<file path="src/hdl/pcc_pkg.sv">
// constants and types of the common control wrapper of one peripheral
// assumes one 50 MHz bus clock and an AXI4-Lite register bus with 13-bit byte addresses
// How it works
// - peripheral reset sets a sticky read-only bit 16 of the status register
// - sticky bit clears only on reset control write with clear bit and key B1h
// - functional clock divided by divide field bits 2-0 plus one
// - source pick bits 3/2/1 choose bus/mid/low clock, only while that clock enabled
// - free-run bit 0 low freezes function during core halt; resets to one
// - soft-halt bit 1 high delays freeze until a safe boundary; resets to one
// - index register shows highest-priority pending enabled interrupt, zero when none
// - lowest-numbered set interrupt bit wins; each read reports exactly one
// - processor read of index clears reported interrupt and its raw and masked flags
// - after processor read index moves to next pending; debug reads change nothing
// - index is 8-bit code: interrupt bit number plus one
// - raw interrupt takes part in index only while its mask bit is one
package pcc_pkg;

	localparam int ADDR_W = 13;
	localparam int DATA_W = 32;
	localparam int IRQ_N  = 32;

	// register byte addresses
	localparam logic [ADDR_W-1:0] OFF_RESET_CTRL  = 13'h0804;
	localparam logic [ADDR_W-1:0] OFF_STATUS      = 13'h0814;
	localparam logic [ADDR_W-1:0] OFF_CLK_DIVIDE  = 13'h1000;
	localparam logic [ADDR_W-1:0] OFF_CLK_SELECT  = 13'h1008;
	localparam logic [ADDR_W-1:0] OFF_DEBUG_CTRL  = 13'h1018;
	localparam logic [ADDR_W-1:0] OFF_IRQ_INDEX   = 13'h1020;

	// field positions
	localparam int POS_STICKY    = 16;
	localparam int POS_KEY_LO    = 24;
	localparam int POS_STICKY_CLR = 1;
	localparam int POS_RESET_ASSERT = 0;
	localparam int POS_BUS_PICK  = 3;
	localparam int POS_MID_PICK  = 2;
	localparam int POS_LOW_PICK  = 1;
	localparam int POS_FREE      = 0;
	localparam int POS_SOFT      = 1;

	localparam logic [7:0] RESET_KEY = 8'hB1;

	// values after reset
	localparam logic [2:0] RST_RATIO     = 3'h0;
	localparam logic [2:0] RST_SELECT    = 3'h0;
	localparam logic [1:0] RST_DEBUG     = 2'h3;
	localparam logic [7:0] IDX_NONE      = 8'h00;

	// bus responses
	localparam logic [1:0] RESP_OKAY   = 2'b00;
	localparam logic [1:0] RESP_SLVERR = 2'b10;

	typedef logic [2:0] clk_pick_t;

endpackage : pcc_pkg

</file>
<file path="src/hdl/pcc_link_if.sv">
// signals shared by the top of the wrapper and its clock and interrupt helpers
// assumes all three modules run on the same bus clock
`timescale 1ns/1ns
interface pcc_link_if;
	import pcc_pkg::*;
	clk_pick_t           pick;       // {bus, mid, low} pick bits
	logic [2:0]          ratio;
	logic                funcTick;   // one pulse per functional clock period
	logic [IRQ_N-1:0]    mask;
	logic [7:0]          curIndex;
	logic                indexRead;  // processor read of the index register
	logic [IRQ_N-1:0]    rawFlags;

	modport clkTop  (output pick, output ratio, input funcTick);
	modport clkSide (input pick, input ratio, output funcTick);
	modport irqTop  (output mask, output indexRead, input curIndex, input rawFlags);
	modport irqSide (input mask, input indexRead, output curIndex, output rawFlags);
endinterface : pcc_link_if

</file>
<file path="src/hdl/pcc_clock_gen.sv">
// functional clock as a tick stream: pick a source, then divide it
// assumes mid and low clock ticks are one-cycle pulses on the bus clock
`timescale 1ns/1ns
module pcc_clock_gen
	import pcc_pkg::*;
(
	input  wire logic sys_clk,
	input  wire logic reset_n,
	input  wire logic busClkEn,
	input  wire logic midClkEn,
	input  wire logic lowClkEn,
	input  wire logic midTick,
	input  wire logic lowTick,
	pcc_link_if.clkSide link
);
	logic [2:0] divCount_r;
	logic       tick_r;
	logic       busOn;
	logic       midOn;
	logic       lowOn;
	logic       srcTick;
	logic       wrap;

	// a pick counts only while its clock is enabled; ticks of all enabled picks are ORed
	assign busOn   = link.pick[2] & busClkEn;
	assign midOn   = link.pick[1] & midClkEn;
	assign lowOn   = link.pick[0] & lowClkEn;
	assign srcTick = busOn | (midOn & midTick) | (lowOn & lowTick);
	assign wrap    = (divCount_r >= link.ratio);

	// divide the chosen source by ratio plus one
	always_ff @(posedge sys_clk or negedge reset_n) begin
		if (!reset_n) begin
			divCount_r <= 3'h0;
			tick_r     <= 1'b0;
		end else begin
			tick_r <= srcTick & wrap;
			if (srcTick) begin
				divCount_r <= wrap ? 3'h0 : divCount_r + 3'h1;
			end
		end
	end

	assign link.funcTick = tick_r;
endmodule : pcc_clock_gen

</file>
<file path="src/hdl/pcc_irq_index.sv">
// raw interrupt flags and the fixed-priority index that clears on read
// assumes event pulses and the read strobe are on the bus clock
`timescale 1ns/1ns
module pcc_irq_index
	import pcc_pkg::*;
(
	input  wire logic             sys_clk,
	input  wire logic             reset_n,
	input  wire logic [IRQ_N-1:0] events,
	pcc_link_if.irqSide           link
);
	logic [IRQ_N-1:0] raw_r;
	logic [IRQ_N-1:0] masked;
	logic [IRQ_N-1:0] clearHit;
	logic [7:0]       index;

	assign masked = raw_r & link.mask;

	// lowest set bit wins; code is bit number plus one
	always_comb begin
		index = IDX_NONE;
		for (int i = IRQ_N - 1; i >= 0; i--) begin
			if (masked[i]) begin
				index = 8'(i + 1);
			end
		end
	end

	// each flag: event sets, index read clears, set wins
	for (genvar g = 0; g < IRQ_N; g++) begin : gFlag
		assign clearHit[g] = link.indexRead && (index == 8'(g + 1));
		always_ff @(posedge sys_clk or negedge reset_n) begin
			if (!reset_n) begin
				raw_r[g] <= 1'b0;
			end else if (events[g]) begin
				raw_r[g] <= 1'b1;
			end else if (clearHit[g]) begin
				raw_r[g] <= 1'b0;
			end
		end
	end

	assign link.curIndex = index;
	assign link.rawFlags = raw_r;
endmodule : pcc_irq_index

</file>
<file path="src/hdl/peripheral_common_ctrl.sv">
// common control and status wrapper: reset sticky, clock pick and divide,
// debug halt and the interrupt index, behind an AXI4-Lite slave
// assumes core halt arrives from another domain; everything else is on sys_clk
//
// The AXI4-Lite slave port was decided locally.
`timescale 1ns/1ns
module peripheral_common_ctrl
	import pcc_pkg::*;
(
	input  wire logic              sys_clk,
	input  wire logic              reset_n,
	// AXI4-Lite slave
	input  wire logic              s_axi_awvalid,
	output logic                   s_axi_awready,
	input  wire logic [ADDR_W-1:0] s_axi_awaddr,
	input  wire logic              s_axi_wvalid,
	output logic                   s_axi_wready,
	input  wire logic [DATA_W-1:0] s_axi_wdata,
	input  wire logic [3:0]        s_axi_wstrb,
	output logic                   s_axi_bvalid,
	input  wire logic              s_axi_bready,
	output logic [1:0]             s_axi_bresp,
	input  wire logic              s_axi_arvalid,
	output logic                   s_axi_arready,
	input  wire logic [ADDR_W-1:0] s_axi_araddr,
	input  wire logic              arDebug,
	output logic                   s_axi_rvalid,
	input  wire logic              s_axi_rready,
	output logic [DATA_W-1:0]      s_axi_rdata,
	output logic [1:0]             s_axi_rresp,
	// peripheral side
	input  wire logic              periphResetIn,
	output logic                   periphResetOut,
	input  wire logic [IRQ_N-1:0]  irqEvents,
	input  wire logic [IRQ_N-1:0]  interrupt_mask,
	output logic [IRQ_N-1:0]       raw_interrupt_flags,
	input  wire logic              busClkEn,
	input  wire logic              midClkEn,
	input  wire logic              lowClkEn,
	input  wire logic              midTick,
	input  wire logic              lowTick,
	output logic                   funcClkTick,
	input  wire logic              coreHalted,
	input  wire logic              safeBoundary,
	output logic                   functionRun
);
	pcc_link_if link ();

	// write channel state
	logic              awReady_r;
	logic              wReady_r;
	logic [ADDR_W-1:0] wrAddr_r;
	logic [DATA_W-1:0] wrData_r;
	logic [3:0]        wrStrb_r;
	logic              bValid_r;
	logic [1:0]        bResp_r;
	// read channel state
	logic              arReady_r;
	logic              rValid_r;
	logic [DATA_W-1:0] rData_r;
	logic [1:0]        rResp_r;
	// registers
	logic              sticky_r;
	logic [2:0]        ratio_r;
	clk_pick_t         pick_r;
	logic [1:0]        dbgCtl_r;
	logic              resetPulse_r;
	logic [IRQ_N-1:0]  rawOut_r;
	logic              tickOut_r;
	// halt synchroniser and freeze
	logic              haltS1_r;
	logic              haltS2_r;
	logic              haltS3_r;
	logic              haltSeen_r;
	logic              frozen_r;
	logic              run_r;

	// a write is applied in the single cycle in which both halves are held and
	// no answer is pending; awready and wready stay low until then, so a second
	// request cannot overwrite the address or data being applied
	// write decode
	logic              doWrite;
	logic              wrRstCtl;
	logic              wrDivide;
	logic              wrSelect;
	logic              wrDebug;
	logic              wrMapped;
	logic              keyOk;
	logic              stickyClear;
	logic              resetAssert;
	logic              stickySet;

	assign doWrite  = !awReady_r && !wReady_r && !bValid_r;
	assign wrRstCtl = doWrite && (wrAddr_r == OFF_RESET_CTRL);
	assign wrDivide = doWrite && (wrAddr_r == OFF_CLK_DIVIDE) && wrStrb_r[0];
	assign wrSelect = doWrite && (wrAddr_r == OFF_CLK_SELECT) && wrStrb_r[0];
	assign wrDebug  = doWrite && (wrAddr_r == OFF_DEBUG_CTRL) && wrStrb_r[0];
	assign wrMapped = (wrAddr_r == OFF_RESET_CTRL) || (wrAddr_r == OFF_STATUS)
		|| (wrAddr_r == OFF_CLK_DIVIDE) || (wrAddr_r == OFF_CLK_SELECT)
		|| (wrAddr_r == OFF_DEBUG_CTRL) || (wrAddr_r == OFF_IRQ_INDEX);

	// keyed reset control: key byte and control byte must both be written
	assign keyOk       = wrRstCtl && wrStrb_r[3] && wrStrb_r[0]
		&& (wrData_r[POS_KEY_LO +: 8] == RESET_KEY);
	assign stickyClear = keyOk && wrData_r[POS_STICKY_CLR];
	assign resetAssert = keyOk && wrData_r[POS_RESET_ASSERT];
	assign stickySet   = periphResetIn || resetPulse_r;

	// read address is decoded straight from the bus; it is only used in the
	// cycle that takes it, so no copy of the address is kept
	// read decode
	logic              rdTake;
	logic [DATA_W-1:0] rdMux;
	logic              rdMapped;
	logic              rdIndex;

	assign rdTake  = s_axi_arvalid && arReady_r;
	assign rdIndex = s_axi_araddr == OFF_IRQ_INDEX;
	assign rdMapped = (s_axi_araddr == OFF_RESET_CTRL) || (s_axi_araddr == OFF_STATUS)
		|| (s_axi_araddr == OFF_CLK_DIVIDE) || (s_axi_araddr == OFF_CLK_SELECT)
		|| (s_axi_araddr == OFF_DEBUG_CTRL) || rdIndex;

	// read data mux; reserved bits and the write-only control read zero
	always_comb begin
		rdMux = '0;
		unique case (s_axi_araddr)
			OFF_STATUS:     rdMux[POS_STICKY] = sticky_r;
			OFF_CLK_DIVIDE: rdMux[2:0] = ratio_r;
			OFF_CLK_SELECT: rdMux[POS_BUS_PICK:POS_LOW_PICK] = pick_r;
			OFF_DEBUG_CTRL: rdMux[1:0] = dbgCtl_r;
			OFF_IRQ_INDEX:  rdMux[7:0] = link.curIndex;
			default:        rdMux = '0;
		endcase
	end

	// a processor read of the index pops it; a debug read only looks
	assign link.indexRead = rdTake && rdIndex && !arDebug;
	assign link.mask      = interrupt_mask;
	assign link.pick      = pick_r;
	assign link.ratio     = ratio_r;

	// write address and data are taken in either order
	always_ff @(posedge sys_clk or negedge reset_n) begin
		if (!reset_n) begin
			awReady_r <= 1'b1;
			wReady_r  <= 1'b1;
			wrAddr_r  <= '0;
			wrData_r  <= '0;
			wrStrb_r  <= 4'h0;
		end else begin
			if (s_axi_awvalid && awReady_r) begin
				awReady_r <= 1'b0;
				wrAddr_r  <= s_axi_awaddr;
			end else if (doWrite) begin
				awReady_r <= 1'b1;
			end
			if (s_axi_wvalid && wReady_r) begin
				wReady_r <= 1'b0;
				wrData_r <= s_axi_wdata;
				wrStrb_r <= s_axi_wstrb;
			end else if (doWrite) begin
				wReady_r <= 1'b1;
			end
		end
	end

	// write response one cycle after both halves are held
	always_ff @(posedge sys_clk or negedge reset_n) begin
		if (!reset_n) begin
			bValid_r <= 1'b0;
			bResp_r  <= RESP_OKAY;
		end else if (doWrite) begin
			bValid_r <= 1'b1;
			bResp_r  <= wrMapped ? RESP_OKAY : RESP_SLVERR;
		end else if (s_axi_bready) begin
			bValid_r <= 1'b0;
		end
	end

	// read answer registered one cycle after the address is taken
	always_ff @(posedge sys_clk or negedge reset_n) begin
		if (!reset_n) begin
			arReady_r <= 1'b1;
			rValid_r  <= 1'b0;
			rData_r   <= '0;
			rResp_r   <= RESP_OKAY;
		end else if (rdTake) begin
			arReady_r <= 1'b0;
			rValid_r  <= 1'b1;
			rData_r   <= rdMux;
			rResp_r   <= rdMapped ? RESP_OKAY : RESP_SLVERR;
		end else if (rValid_r && s_axi_rready) begin
			arReady_r <= 1'b1;
			rValid_r  <= 1'b0;
		end
	end

	// control registers; only the defined bits are stored
	always_ff @(posedge sys_clk or negedge reset_n) begin
		if (!reset_n) begin
			ratio_r  <= RST_RATIO;
			pick_r   <= RST_SELECT;
			dbgCtl_r <= RST_DEBUG;
		end else begin
			if (wrDivide) ratio_r <= wrData_r[2:0];
			if (wrSelect) pick_r <= wrData_r[POS_BUS_PICK:POS_LOW_PICK];
			if (wrDebug) dbgCtl_r <= wrData_r[1:0];
		end
	end

	// the flag must never lose a reset, so a set in the same cycle as a keyed
	// clear wins and software sees the flag again on its next read
	// sticky reset flag: a reset in the clearing cycle keeps it set
	always_ff @(posedge sys_clk or negedge reset_n) begin
		if (!reset_n) begin
			sticky_r     <= 1'b0;
			resetPulse_r <= 1'b0;
		end else begin
			resetPulse_r <= resetAssert;
			if (stickySet) begin
				sticky_r <= 1'b1;
			end else if (stickyClear) begin
				sticky_r <= 1'b0;
			end
		end
	end

	// the halt level comes from the core's domain; the first stage may be
	// metastable and is read only by the second, and a level counts once the
	// second and third stages agree, so a one-cycle glitch is ignored
	// core halt input: three stages, change accepted when stages two and three agree
	always_ff @(posedge sys_clk or negedge reset_n) begin
		if (!reset_n) begin
			haltS1_r   <= 1'b0;
			haltS2_r   <= 1'b0;
			haltS3_r   <= 1'b0;
			haltSeen_r <= 1'b0;
		end else begin
			haltS1_r <= coreHalted;
			haltS2_r <= haltS1_r;
			haltS3_r <= haltS2_r;
			if (haltS2_r == haltS3_r) haltSeen_r <= haltS3_r;
		end
	end

	// once frozen the boundary is no longer needed: the freeze holds until the
	// halt goes away, even if the peripheral leaves its safe point
	// freeze decision: free run ignores the halt, soft halt waits for a boundary
	logic freezeNxt;
	assign freezeNxt = !dbgCtl_r[POS_FREE] && haltSeen_r
		&& (frozen_r || !dbgCtl_r[POS_SOFT] || safeBoundary);

	always_ff @(posedge sys_clk or negedge reset_n) begin
		if (!reset_n) begin
			frozen_r <= 1'b0;
			run_r    <= 1'b1;
		end else begin
			frozen_r <= freezeNxt;
			run_r    <= !freezeNxt;
		end
	end

	// the helper results pass one more flop so that every top output comes
	// straight from a register; raw_interrupt_flags shows the flags one cycle later
	// output flops for the helper results
	always_ff @(posedge sys_clk or negedge reset_n) begin
		if (!reset_n) begin
			rawOut_r  <= '0;
			tickOut_r <= 1'b0;
		end else begin
			rawOut_r  <= link.rawFlags;
			tickOut_r <= link.funcTick;
		end
	end

	pcc_clock_gen uClock (
		.sys_clk  (sys_clk),
		.reset_n  (reset_n),
		.busClkEn (busClkEn),
		.midClkEn (midClkEn),
		.lowClkEn (lowClkEn),
		.midTick  (midTick),
		.lowTick  (lowTick),
		.link     (link.clkSide)
	);

	pcc_irq_index uIrq (
		.sys_clk (sys_clk),
		.reset_n (reset_n),
		.events  (irqEvents),
		.link    (link.irqSide)
	);

	// port drive
	assign s_axi_awready       = awReady_r;
	assign s_axi_wready        = wReady_r;
	assign s_axi_bvalid        = bValid_r;
	assign s_axi_bresp         = bResp_r;
	assign s_axi_arready       = arReady_r;
	assign s_axi_rvalid        = rValid_r;
	assign s_axi_rdata         = rData_r;
	assign s_axi_rresp         = rResp_r;
	assign periphResetOut      = resetPulse_r;
	assign raw_interrupt_flags = rawOut_r;
	assign funcClkTick         = tickOut_r;
	assign functionRun         = run_r;
endmodule : peripheral_common_ctrl

</file>
<file path="config.mk">
export PLATFORM = sky130hd
export DESIGN_NAME = peripheral_common_ctrl
export DESIGN_NICKNAME = d
export VERILOG_FILES = /design/src/hdl/pcc_pkg.sv /design/src/hdl/pcc_link_if.sv /design/src/hdl/pcc_clock_gen.sv /design/src/hdl/pcc_irq_index.sv /design/src/hdl/peripheral_common_ctrl.sv
export SDC_FILE = /design/constraint.sdc
export NUM_CORES = 1
export LEC_CHECK = 0
export ABC_AREA = 0
export BUFFER_PORTS_ARGS = -buffer_cell sky130_fd_sc_hd__buf_2
export CORE_MARGIN = 4
export CORE_UTILIZATION = 42
export CTS_BUF_LIST = sky130_fd_sc_hd__clkbuf_2
export DETAILED_ROUTE_END_ITERATION = 6
export HOLD_SLACK_MARGIN = 0.06
export PLACE_DENSITY = 0.69
export SYNTH_ARGS = -nofsm -noshare
export SYNTH_HDL_FRONTEND = slang
export SYNTH_SLANG_ARGS = --single-unit
</file>
<file path="constraint.sdc">
create_clock -name sys_clk -period 4.6 [get_ports sys_clk]
set_input_delay 0.46 -clock sys_clk [delete_from_list [all_inputs] [get_ports sys_clk]]
set_output_delay 0.46 -clock sys_clk [all_outputs]
set_load 0.05 [all_outputs]
</file>
# [Word-level counts from Yosys, hierarchy flattened]
# Cells that the tools add are included.
[word_totals] input_bits=142 wordCells=342 register_bits=152
[op_classes] mux=116 reduce_logical=111 n_eq_ne=46 order_cmp=1 bitwise=9 add_sub_neg=1
[ops] op="$mux 8" n=31
[ops] op="$eq 8x5->1 const B" n=16
[ops] op="$eq 13x13->1 const B" n=8
[ops] op="$mux 1" n=76
[ops] op="$reduce_bool 2->1" n=37
[ops] op="$eq 8x4->1 const B" n=8
[ops] op="$logic_and 1x1->1" n=54
[ops] op="$eq 13x12->1 const B" n=4
[ops] op="$and 32x32->32" n=1
[ops] op="$eq 8x3->1 const B" n=4
[ops] op="$eq 8x2->1 const B" n=2
[ops] op="$logic_or 1x1->1" n=13
[ops] op="$eq 8x1->1 const B" n=1
[ops] op="$eq 8x6->1 const B" n=1
[ops] op="$eq 8x8->1 const B" n=1
[ops] op="$logic_not 1->1" n=7
[ops] op="$and 1x1->1" n=6
[ops] op="$mux 6" n=1
[ops] op="$pmux 1 s3" n=2
[ops] op="$mux 2" n=2
[ops] op="$mux 4" n=1
[ops] op="$pmux 1 s4" n=1
[ops] op="$add 3x1->3 const B" n=1
[ops] op="$ge 3x3->1" n=1
[ops] op="4 further kinds" n=5

# [Depth between registers and ports, before layout]
# Gate-level depths: netlist of run 1.
[depth] ltp_word=37 ltp_mapped=8 mapped_depth_nobuf=8

# [Modules after synthesis]
# A second synthesis of run 1 with hierarchy kept.
[hier_totals] cells_unflattened=524 hier_area_um2=5896.9
[modules_own_cells] mod="peripheral_common_ctrl" cells_per_inst=251 area_per_inst_um2=3519.6 seq_area_each_um2=2309.7 instances=1
[modules_own_cells] mod="pcc_irq_index" cells_per_inst=245 area_per_inst_um2=2095.8 seq_area_each_um2=800.8 instances=1
[modules_own_cells] mod="pcc_clock_gen" cells_per_inst=28 area_per_inst_um2=281.5 seq_area_each_um2=100.1 instances=1

# [Worst setup path after synthesis of run 1]
# OpenSTA, ideal clock, no wires.
[synth_path] path_kind="reg-to-reg" from="register bValid_r, in the netlist s_axi_bvalid" to="register ratio_r[0], in the netlist link.ratio[0]" arrival_ns=2.331 setup_slack_ns=2.143 stages_incl_launch_ff=6 n_path_buf=0 setup_time_ns=0.125 path_cell_list="dfrtp_1 > or3_4 > or3_4 > or3_4 > or3_4 > mux2_4"
[synth_via] elab_chain_cells=4
[synth_rtl] element="start, declared" line_no="peripheral_common_ctrl.sv:55" rtl="logic bValid_r;"
[synth_rtl] element="start signal, assigned" line_no="peripheral_common_ctrl.sv:170" rtl="bValid_r <= 1'b0;"
[synth_rtl] element="start signal, assigned" line_no="peripheral_common_ctrl.sv:173" rtl="bValid_r <= 1'b1;"
[synth_rtl] element="start signal, assigned" line_no="peripheral_common_ctrl.sv:176" rtl="bValid_r <= 1'b0;"
[synth_rtl] element="$logic_not 1->1" line_no="peripheral_common_ctrl.sv:93" rtl="assign doWrite = !awReady_r && !wReady_r && !bValid_r;"
[synth_rtl] element="$logic_and 1x1->1" line_no="peripheral_common_ctrl.sv:93"
[synth_rtl] element="$logic_and 1x1->1 (2 in series)" line_no="peripheral_common_ctrl.sv:95" rtl="assign wrDivide = doWrite && (wrAddr_r == OFF_CLK_DIVIDE) && wrStrb_r[0];"
[synth_rtl] element="end signal, assigned" line_no="peripheral_common_ctrl.sv:205" rtl="if (wrDivide) ratio_r <= wrData_r[2:0];"
[synth_rtl] element="end, declared" line_no="peripheral_common_ctrl.sv:64" rtl="logic [2:0] ratio_r;"
# No other way between the ends.
# A chain may end at the register's enable or synchronous reset.

# [Worst setup path after layout of run 1]
[layout_path] from="register uIrq.raw_r[10], in the netlist uIrq.link.rawFlags[10]" to="register uIrq.raw_r[31], in the netlist uIrq.link.rawFlags[31]"
[layout_via] elab_chain_cells=15
[layout_rtl] element="start, declared" line_no="pcc_irq_index.sv:12" rtl="logic [IRQ_N-1:0] raw_r;"
[layout_rtl] element="start signal, assigned by index" line_no="pcc_irq_index.sv:34" rtl="raw_r[g] <= 1'b0;"
[layout_rtl] element="start signal, assigned by index" line_no="pcc_irq_index.sv:36" rtl="raw_r[g] <= 1'b1;"
[layout_rtl] element="start signal, assigned by index" line_no="pcc_irq_index.sv:38" rtl="raw_r[g] <= 1'b0;"
[layout_rtl] element="$and 32x32->32" line_no="pcc_irq_index.sv:17" rtl="assign masked = raw_r & link.mask;"
[layout_rtl] element="$mux 8 (11 in series)" line_no="pcc_irq_index.sv:23" rtl="if (masked[i]) begin"
[layout_rtl] element="$eq 8x6->1" line_no="pcc_irq_index.sv:31" rtl="assign clearHit[g] = link.indexRead && (index == 8'(g + 1));"
[layout_rtl] element="$logic_and 1x1->1" line_no="pcc_irq_index.sv:31"
[layout_rtl] element="$reduce_bool 2->1 (no line)"
# No other way between the ends.

==> results of run 1 <==
[metal layers]
layer / share of wire (%) / GRT usage [%]
met5: 0 / 0
met4: 2.1 / 7.612
met3: 8.0 / 6.359
met2: 51 / 36.26
met1: 39 / 23.78
[what timing repair did]
action,4_1_cts,5_1_grt
hold buffers,72,0
setup buffers,0,0
setup endpoints to repair,0,0
endpoints found under the hold margin,102,0
[registers in the layout (all words and copies together) (netlist names), 2 cells and up]
register and cells:
s_axi_rdata 7, raw_interrupt_flags 32, link.pick 3, wrStrb_r 2, uIrq.link.rawFlags 32, link.ratio 3, wrData_r 12, dbgCtl_r 2
wrAddr_r 13, uClock.divCount_r 3
[cell type report]
type	instances	area (um^2)	area share (%)
Sequential cell	126	3161	42.25
Multi-Input combinational cell	355	2212	29.58
Timing Repair Buffer	244	1594	21.31
Tap cell	172	215.2	2.877
Clock buffer	20	100.1	1.338
Clock inverter	11	100.1	1.338
Inverter	26	97.59	1.305
[placed cells by master (no fill, tap or decap), drive strengths merged, types with 3 or more instances in the layout]
cell	netlist	routed
a32o	4	4
nor4	8	8
o211a	3	3
nand2b	3	3
clkbuf	1	20
a31oi	20	20
o211ai	5	5
nand4	8	8
nor3	16	16
o2111ai	4	4
a21oi	22	22
a22o	7	7
and2	4	4
dlygate4sd3	0	72
nor2	58	58
ha	4	4
dfstp	6	6
a211oi	3	3
nand2	45	45
or3	7	7
buf	29	172
o21ai	12	12
dfrtp	120	120
a221oi	5	5
mux2	35	35
nor3b	3	3
inv	26	26
clkinv	0	9
conb	1	27
nand3	9	9
a32oi	3	3
a22oi	13	13
a211o	3	3
[metrics by stage]
step	utilization (%)	worst slack (ns)	cells	power, mW	hold slack [ns]
after global routing	58.32	1.756	954	2.782	0.1438
final	58.32	1.970	954	2.640	0.1741
after floorplan	-	2.143	537	1.799	0.1644
after detailed placement	51.14	1.996	851	1.983	0.3362
after CTS	58.32	1.995	954	2.657	0.1043
after global placement	51.14	2.015	851	1.955	0.3340
[kinds of logic after synthesis]
group	count (synthesis)	share of synthesized area, %
other	1	0.06712
buffers and inverters	56	5.577
and+or+nand+nor	172	14.76
AOI/OAI and AO/OA	114	14.33
DFF	126	56.57
adders and majority gates	5	1.075
muxes	37	7.615
[worst max-delay path, delay by kind of cell, from the launching register on]
family / cells / cell delay [ns]
buffers and inverters: 1 / 0.54
AOI/OAI and AO/OA: 2 / 0.56
and+or+nand+nor: 3 / 0.97
DFF: 1 / 0.46
[where the power goes]
part           switching, mW  total (mW)  internal, mW
clock                  0.387       0.627         0.241
combinational          0.372       0.642         0.270
sequential             0.101        1.37          1.27
total                  0.859        2.64          1.78
[final timing paths]
| kind | to | slack (ns) | start | cells after the start |
|---|---|---|---|---|
| worst max-delay path | uIrq.link.rawFlags[31] | 1.97 | uIrq.link.rawFlags[10] | 6 |
| worst min-delay path | s_axi_rresp[1] | 0.17 | s_axi_araddr[12] | 4 |
| worst max register to register | uIrq.link.rawFlags[31] | 1.97 | uIrq.link.rawFlags[10] | 6 |
| worst min register to register | funcClkTick | 0.38 | uClock.link.funcTick | 0 |
| max in group asynchronous | s_axi_bresp[1] | 3.41 | reset_n | 3 |
| min in group asynchronous | uIrq.link.rawFlags[16] | 0.21 | reset_n | 2 |
==> flow_summary.json, run 1 <==
{
  "status": "complete, no violations",
  "clk_latency_ns": 0.70,
  "drt-vias-per-instance": 5.115,
  "boundaryPins": 218,
  "fillers": 1094,
  "dr.pass1.iters": 4,
  "grt_max_degree": 51,
  "place.gp.congestion": 0.8727,
  "synth-seq-cells": 126,
  "syn_inst": 511,
  "ir_drop_mv": 0.3353,
  "routedWlPerCell_um": 16.15,
  "syn_area_um2": 5587,
  "hold_viol": 0,
  "cts_buffers": 17,
  "die_x_um": 123.3,
  "grt_usage_pct": 20.69,
  "ys_top_cells_by_count": "120 x dfrtp_1, 58 x nor2_1, 45 x nand2_1",
  "synth.largest_area_cell": "dfrtp_1",
  "rsz0062_at_grt": "no",
  "drv_cap": 0,
  "crit_slowest_cell": "nor3_1",
  "cts-root-buf": "clkbuf_2",
  "ys.flop_type": "dfrtp_1",
  "diodes": 0,
  "fin_crit_sh_pct": 57.17,
  "crit_fanout": 5,
  "fin_tns_setup_ns": 0,
  "tightest_slew_ns": 1.002,
  "max-slew-margin-rel_pct": 33.18,
  "finalSetupViolCount": 0,
  "clkTransAtPathRegs_ns": 0.17,
  "rows": 41,
  "ys_top_cells_by_area": "dfrtp_1 54%, mux2_2 6.5%, nor2_1 3.9%, buf_4 3.6%, nand2_1 3.0%",
  "cts_max_path_buffers": 2,
  "port_buffers": 168,
  "die_h_um": 123.3,
  "clock-sinks": 126,
  "htree_levels": 4,
  "synth_area_per_cell_um2": 10.93,
  "core_area_um2": 12820,
  "p_leak_nw": 3.300,
  "synth_edf_count": 0,
  "globalRouteOverflowTotal": 0,
  "cp-end-kind": "register",
  "drive_above_1_share_pct": 31.46,
  "finalInstanceArea_um2": 7480,
  "finClkSkew_ns": 0.02044,
  "worstSetupPathType": "reg2reg",
  "async_flop_share_pct": 100.0,
  "cp.required_ns": 5.19,
  "fmax_mhz": 380.2,
  "cts_tree": "done",
  "synth_top_area_share_pct": 53.75,
  "start_kind": "register",
  "grt_pass1_wl_um": 24040,
  "crit_path_max_incr_delay_ns": 0.54,
  "p_per_area_nw_per_um2": 353.0,
  "drt_iter0_markers": 305,
  "crit_top_cell": "nand4_1",
  "path_cells": "a22oi_1 > nand4_1 > nor3_1 > nand4_1 > a21o_1 > dlygate4sd3_1",
  "place.detailed.hpwl_um": 11350,
  "placedInstanceArea_um2": 6559,
  "antenna_left": 0,
  "ys_seq_area_share_pct": 56.57,
  "antenna_found_initial": 0,
  "routed_wl_um": 15410,
  "synth_cell_types": 51,
  "min_path_type": "in2reg",
  "cts-resized-gates": 0,
  "start_util_pct": 43.56,
  "grt_pass1_vias": 4992,
  "yosysMostFrequentCell": "dfrtp_1",
  "die-area_um2": 15210,
  "cp.arrival_ns": 3.22,
  "vias": 4880,
  "nets": 916,
  "fin_crit_ns": 2.630,
  "synth_warnings": 0,
  "route.detailed.drc": 0,
  "maxSlewViolCount": 0,
  "area_growth_pct": 33.89
}
(Power assumes the default switching activity.)
==> run 2: changes to the inputs <==
--- a/config.mk
+++ b/config.mk
@@ -5,14 +5,14 @@
 export SDC_FILE = /design/constraint.sdc
 export NUM_CORES = 1
 export LEC_CHECK = 0
-export ABC_AREA = 0
+export ABC_AREA = 1
 export BUFFER_PORTS_ARGS = -buffer_cell sky130_fd_sc_hd__buf_2
 export CORE_MARGIN = 4
 export CORE_UTILIZATION = 42
 export CTS_BUF_LIST = sky130_fd_sc_hd__clkbuf_2
 export DETAILED_ROUTE_END_ITERATION = 6
 export HOLD_SLACK_MARGIN = 0.06
-export PLACE_DENSITY = 0.69
+export PLACE_DENSITY = 0.72
 export SYNTH_ARGS = -nofsm -noshare
 export SYNTH_HDL_FRONTEND = slang
 export SYNTH_SLANG_ARGS = --single-unit
==> constraint.sdc (replaced) <==
create_clock -name sys_clk -period 2.2 [get_ports sys_clk]
set_input_delay 0.22 -clock sys_clk [delete_from_list [all_inputs] [get_ports sys_clk]]
set_output_delay 0.22 -clock sys_clk [all_outputs]
set_load 0.05 [all_outputs]
==> run 2 against run 1 <==
  * The flow now finishes with violations (negative setup slack)
  * Die area rose by 1.2%
  * Sequential power increased by 110%
  * Clock-buffer cell count decreased by 3
  * Final cell count is 19% higher
  * Non-clock buffer count up 56
  * Routed wire length grew 5.8%
  * Highest routed layer unchanged
  * Sequential share of layout area fell by 3.3 points
  * Worst hold slack worse by 0.025 ns
  * Synthesized area up 1.3%
  * Critical path type unchanged
==> flow_summary.json, run 2 <==
{
  "status": "finished, violations left",
  "violations": "negative setup slack",
  "final.setup.worst_slack_ns": -0.3498,
  "route.detailed.drc": 0,
  "globalRouteOverflowTotal": 0,
  "ir_drop_mv": 0.8101,
  "cp.required_ns": 2.81,
  "placedInstanceArea_um2": 6882,
  "synth_edf_count": 0,
  "ys_top_cells_by_count": "169 x nand2_1, 120 x dfrtp_1, 97 x inv_1",
  "htree_levels": 4,
  "fillers": 1125,
  "preCtsSetupSlack_ns": -0.2674,
  "synth_area_per_cell_um2": 8.985,
  "diodes": 0,
  "p_per_area_nw_per_um2": 696.0,
  "finalInstanceArea_um2": 8104,
  "nets": 1089,
  "dr.pass1.iters": 7,
  "die_x_um": 124.1,
  "p_leak_nw": 4.118,
  "clock-sinks": 126,
  "core_area_um2": 13240,
  "grt_pass1_wl_um": 25500,
  "synth_warnings": 0,
  "start_kind": "register",
  "routed_wl_um": 16300,
  "yosysMostFrequentCell": "nand2_1",
  "start_util_pct": 42.74,
  "route.met2.wl_um": 8163,
  "routedWlPerCell_um": 14.40,
  "holdWs_ns": 0.1494,
  "dp.cells": 1004,
  "max-slew-margin-rel_pct": 54.24,
  "path_buf_inv": 3,
  "drt_iter0_markers": 237,
  "finClkSkew_ns": 0.03108,
  "boundaryPins": 218,
  "synth-seq-cells": 126,
  "p_comb_share_pct": 26.4,
  "cts_tree": "done",
  "vias": 5259,
  "syn_inst": 630,
  "clkPwrFrac_pct": 23.2,
  "worstSetupPathType": "reg2reg",
  "antenna_found_initial": 0,
  "cts_max_path_buffers": 2,
  "ys_seq_area_share_pct": 55.84,
  "finalSetupViolCount": 32,
  "antenna_left": 0,
  "fmax_mhz": 392.2,
  "area_growth_pct": 43.17,
  "clk_latency_ns": 0.71,
  "clkTransAtPathRegs_ns": 0.20,
  "crit_slowest_cell": "dfrtp_1",
  "crit_fanout": 6,
  "fin_crit_ns": 2.550,
  "fin_crit_sh_pct": 115.9,
  "maxSlewViolCount": 0,
  "hold_viol": 0,
  "p_switching_mw": 2.014,
  "p_int_mw": 3.627,
  "cts-root-buf": "clkbuf_2",
  "instances_no_fill": 1132,
  "drt-vias-per-instance": 4.646,
  "grt_max_degree": 56,
  "p_seq_share_pct": 50.4,
  "crit_path_max_incr_delay_ns": 0.45,
  "synth.largest_area_cell": "dfrtp_1",
  "rsz0062_at_grt": "yes",
  "m1WireLength_um": 6573,
  "place.gp.congestion": 0.8432,
  "drive_above_1_share_pct": 29.29,
  "crit_family": "compound AO/OA/AOI/OAI gates",
  "switching_share_pct": 35.71,
  "ys.flop_type": "dfrtp_1",
  "routed-wl-met3_um": 1222,
  "fin_tns_setup_ns": -8.993,
  "ys_top_cells_by_area": "dfrtp_1 53%, nand2_1 11%, inv_1 6.4%, buf_4 3.6%, nand4_1 3.5%",
  "min_path_type": "in2reg",
  "mostFrequentLayoutCells": "167 x nand2_1, 167 x buf_2, 120 x dfrtp_1, 97 x inv_1, 89 x dlygate4sd3_1",
  "cp-end-kind": "register",
  "grt_pass1_vias": 5395,
  "cts_buffers": 17,
  "die-area_um2": 15400,
  "synth_cell_types": 36,
  "async_flop_share_pct": 100.0,
  "tightest_slew_ns": 0.6847,
  "grt_usage_pct": 21.78,
  "syn_area_um2": 5660,
  "rows": 42,
  "die_h_um": 124.1,
  "highest_layer": "met4",
  "cp.arrival_ns": 3.16,
  "drv_cap": 0,
  "place.detailed.hpwl_um": 11130,
  "port_buffers": 168,
  "synth_top_area_share_pct": 53.05,
  "path_cells": "nand2_2 > buf_4 > buf_4 > a31oi_1 > o21bai_1 > a31oi_1 > nor2_1 > nor2_1 > nor2_1 > o211ai_1 > a31oi_1 > o21ai_1 > buf_4 > nand4_1 > o21bai_1 > nand2_1"
}
-- run 2: per-layer routing --
layer	vias up	global-route usage [%]
li1	2600	-
met1	2439	25.03
met2	192	38.01
met3	28	6.994
met4	0	7.940
met5	-	0
-- run 2: power groups by stage --
stage                     registers, mW  logic [mW]  clock network (mW)
after global routing               2.88        1.63                1.46
final                              2.85        1.49                1.31
after CTS                          2.83        1.45                1.34
after floorplan                    3.07       0.745                   0
after global placement             2.87        1.29                   0
after detailed placement           2.88        1.31                   0
-- run 2: final timing paths --
path,from,end,slack (ns),depth (start not counted)
min reg2reg,haltS1_r,haltS2_r,0.36,0
min in group asynchronous,reset_n,s_axi_arready,0.64,3
max in group asynchronous,reset_n,uIrq.link.rawFlags[21],1.24,4
max,uIrq.link.rawFlags[28],uIrq.link.rawFlags[4],-0.35,16
min,interrupt_mask[3],uIrq.link.rawFlags[14],0.15,7
max reg2reg,uIrq.link.rawFlags[28],uIrq.link.rawFlags[4],-0.35,16
-- run 2: area by class of cell --
type / instances / area [um^2] / area share, %
inverters: 97 / 364.1 / 4.493
flip-flops and latches: 126 / 3161 / 39.00
multi-input cells: 401 / 2064 / 25.47
well taps: 176 / 220.2 / 2.717
clock buffers: 17 / 85.08 / 1.050
clock inverters: 15 / 123.9 / 1.528
repair buffers: 300 / 2086 / 25.74
-- run 2: stage by stage --
stage | utilization (%) | total power, mW
floorplan | - | 3.812
global placement | 51.97 | 4.158
detailed placement | 51.97 | 4.191
CTS | 60.89 | 5.628
global route | 61.20 | 5.977
finish | 61.20 | 5.640
-- run 2: kinds of logic (layout without fill, tap and decap cells) --
| family | count (synthesis) | after routing | synth area share (%) |
|---|---|---|---|
| and+or+nand+nor | 277 | 279 | 20.89 |
| buffers and inverters | 131 | 429 | 10.63 |
| DFF | 126 | 126 | 55.84 |
| AOI/OAI and AO/OA | 72 | 72 | 7.980 |
| muxes | 17 | 17 | 3.382 |
| adders and majority gates | 5 | 5 | 1.061 |
| other | 1 | 27 | 0.06625 |
| xor gates and xnor gates | 1 | 1 | 0.1548 |
-- run 2: timing repair --
item	in CTS	in global routing
setup endpoints to repair	31	36
setup buffers	2	2
hold endpoints to repair	204	0
pin swaps	13	12
cloned	2	0
hold buffers	91	0
gates resized for setup	6	6
-- run 2: worst reg2reg max path, delay by kind of cell (launching register included) --
kind	cells	cell delay, ns
AOI/OAI and AO/OA	7	1.05
and+or+nand+nor	6	0.50
DFF	1	0.45
buffers and inverters	3	0.45
==> run 3: changes to the inputs <==
--- a/config.mk
+++ b/config.mk
@@ -7,7 +7,6 @@
 export LEC_CHECK = 0
 export ABC_AREA = 1
 export BUFFER_PORTS_ARGS = -buffer_cell sky130_fd_sc_hd__buf_2
-export CORE_MARGIN = 4
 export CORE_UTILIZATION = 42
 export CTS_BUF_LIST = sky130_fd_sc_hd__clkbuf_2
 export DETAILED_ROUTE_END_ITERATION = 6
==> run 3 against run 2 <==
  * The flow still finishes with violations (negative setup slack)
  * Sequential cell count stayed put
  * Sequential share of layout area is 0.16 points lower
  * Global-route usage is 2.1 points higher
  * Power is 3.4% higher
  * Non-clock buffer count is 1 higher
  * Critical endpoint is now uIrq.link.rawFlags[19]
  * Sequential power hardly changed
==> flow_summary.json, run 3 (synthesized netlist as in run 2, its figures left out) <==
{
  "status": "finished, violations left",
  "violations": "negative setup slack",
  "cp-end-kind": "register",
  "cts_max_path_buffers": 2,
  "path_buf_inv": 1,
  "p_leak_nw": 4.133,
  "clk_latency_ns": 0.70,
  "cts_buffers": 17,
  "route.detailed.drc": 0,
  "rsz0062_at_grt": "yes",
  "fin_tns_setup_ns": -7.068,
  "crit_path_max_incr_delay_ns": 0.42,
  "grt_pass1_wl_um": 25700,
  "fin_crit_ns": 2.508,
  "crit_top_cell": "nand2_1",
  "nets": 1090,
  "antenna_found_initial": 1,
  "tightest_slew_ns": 0.7297,
  "finalSetupViolCount": 32,
  "rows": 42,
  "clock-sinks": 126,
  "min_path_type": "in2reg",
  "die_x_um": 118.1,
  "die_h_um": 118.1,
  "core_area_um2": 13190,
  "cts-root-buf": "clkbuf_2",
  "placedInstanceArea_um2": 6867,
  "drv_cap": 0,
  "vias": 5375,
  "crit_fanout": 8,
  "cts_tree": "done",
  "finClkSkew_ns": 0.03920,
  "hold_viol": 0,
  "grt_usage_pct": 23.89,
  "clkTransAtPathRegs_ns": 0.18,
  "finalInstanceArea_um2": 8138,
  "ir_drop_mv": 0.7633,
  "routedWlPerCell_um": 13.99,
  "port_buffers": 168,
  "ff_latch_area_um2": 3161,
  "fin_crit_sh_pct": 114.0,
  "drt-vias-per-instance": 4.740,
  "routed_wl_um": 15860,
  "htree_levels": 4,
  "grt_pass1_vias": 5512,
  "fmax_mhz": 398.7,
  "drt_iter0_markers": 368,
  "max-slew-margin-rel_pct": 51.35,
  "maxSlewViolCount": 0,
  "place.gp.congestion": 0.8863,
  "fillers": 1105,
  "cp.required_ns": 2.78,
  "drive_above_1_share_pct": 28.63,
  "crit_slowest_cell": "dfrtp_1",
  "multi_input_area_um2": 2049,
  "area_growth_pct": 43.77,
  "die-area_um2": 13950,
  "grt_max_degree": 48,
  "final.setup.worst_slack_ns": -0.3080,
  "worstSetupPathType": "reg2reg",
  "crit_family": "simple AND/OR/NAND/NOR gates",
  "place.detailed.hpwl_um": 10590,
  "boundaryPins": 218,
  "antenna_left": 0,
  "cp.arrival_ns": 3.09,
  "mostFrequentLayoutCells": "167 x nand2_1, 167 x buf_2, 120 x dfrtp_1, 97 x inv_1, 92 x dlygate4sd3_1",
  "fin_util_pct": 61.70,
  "start_util_pct": 42.91,
  "start_kind": "register",
  "globalRouteOverflowTotal": 0,
  "dr.pass1.iters": 6,
  "p_per_area_nw_per_um2": 717.0
}
==> run 3: changes by cell type in the layout (fill, tap and decap cells not counted), sizes merged <==
| cell | delta |
|---|---|
| buf | -3 |
| bufinv | +2 |
| clkbuf | +3 |
| clkinv | -3 |
| clkinvlp | -1 |
| diode | +1 |
| dlygate4sd3 | +3 |
| dlymetal6s4s | +1 |
| inv | -1 |
==> run 3: stage by stage <==
stage               total power [mW]  hold WS (ns)  cells  setup slack (ns)
floorplan                      3.812      -0.07559    656          -0.01532
finish                         5.834        0.1212   1134           -0.3080
global route                   6.172       0.08493   1134           -0.5757
CTS                            5.831       0.06567   1132           -0.2701
detailed placement             4.191        0.2771   1002           -0.2678
global placement               4.158        0.2814   1002           -0.2346
==> run 3: final timing paths <==
path / startpoint / slack [ns] / to / cells after the start
setup / recovery: uIrq.link.rawFlags[30] / -0.31 / uIrq.link.rawFlags[19] / 34
hold / removal: interrupt_mask[6] / 0.12 / s_axi_rdata[3] / 6
setup reg to reg: uIrq.link.rawFlags[30] / -0.31 / uIrq.link.rawFlags[19] / 34
hold reg to reg: haltS1_r / 0.37 / haltS2_r / 0
max in group asynchronous: reset_n / 0.53 / link.ratio[1] / 4
min in group asynchronous: reset_n / 0.56 / s_axi_rvalid / 3
==> run 3: what timing repair did <==
action	4_1_cts	5_1_grt
pin swaps	11	15
setup buffers	3	1
hold buffers	93	0
resized for setup	4	6
gates cloned	2	0
setup endpoints to repair	30	47
hold endpoints to repair	203	0
==> run 3: area by class of cell <==
type                    count  share of cell area, %
repair buffers            301                  25.72
inverters                  97                  4.474
flip-flops and latches    126                  38.84
well taps                 176                  2.706
clock inverters            12                  1.814
diodes                      1                0.03075
clock buffers              20                  1.230
multi-input cells         401                  25.18
==> run 3: layer usage <==
metal	global-route usage, %	vias up	routed length, um	share of wire (%)
met2	40.33	225	7867	50
met3	6.395	58	960	6.1
li1	-	2602	-	-
met4	13.30	0	612	3.9
met5	0	-	0	0
met1	27.44	2490	6422	40
==> run 3: where the power goes <==
part	internal, mW	leakage, nW	switching (mW)
sequential	2.66	1.31	0.181
clock	0.638	0.145	0.865
combinational	0.573	2.68	0.919
total	3.87	4.13	1.96
==> run 3: tightest hold or removal path, delay by kind of cell <==
| kind | cells | cell delay (ns) |
|---|---|---|
| buffers and inverters | 1 | 0.08 |
| AO/OA/AOI/OAI | 1 | 0.11 |
| AND/OR/NAND/NOR | 4 | 0.36 |
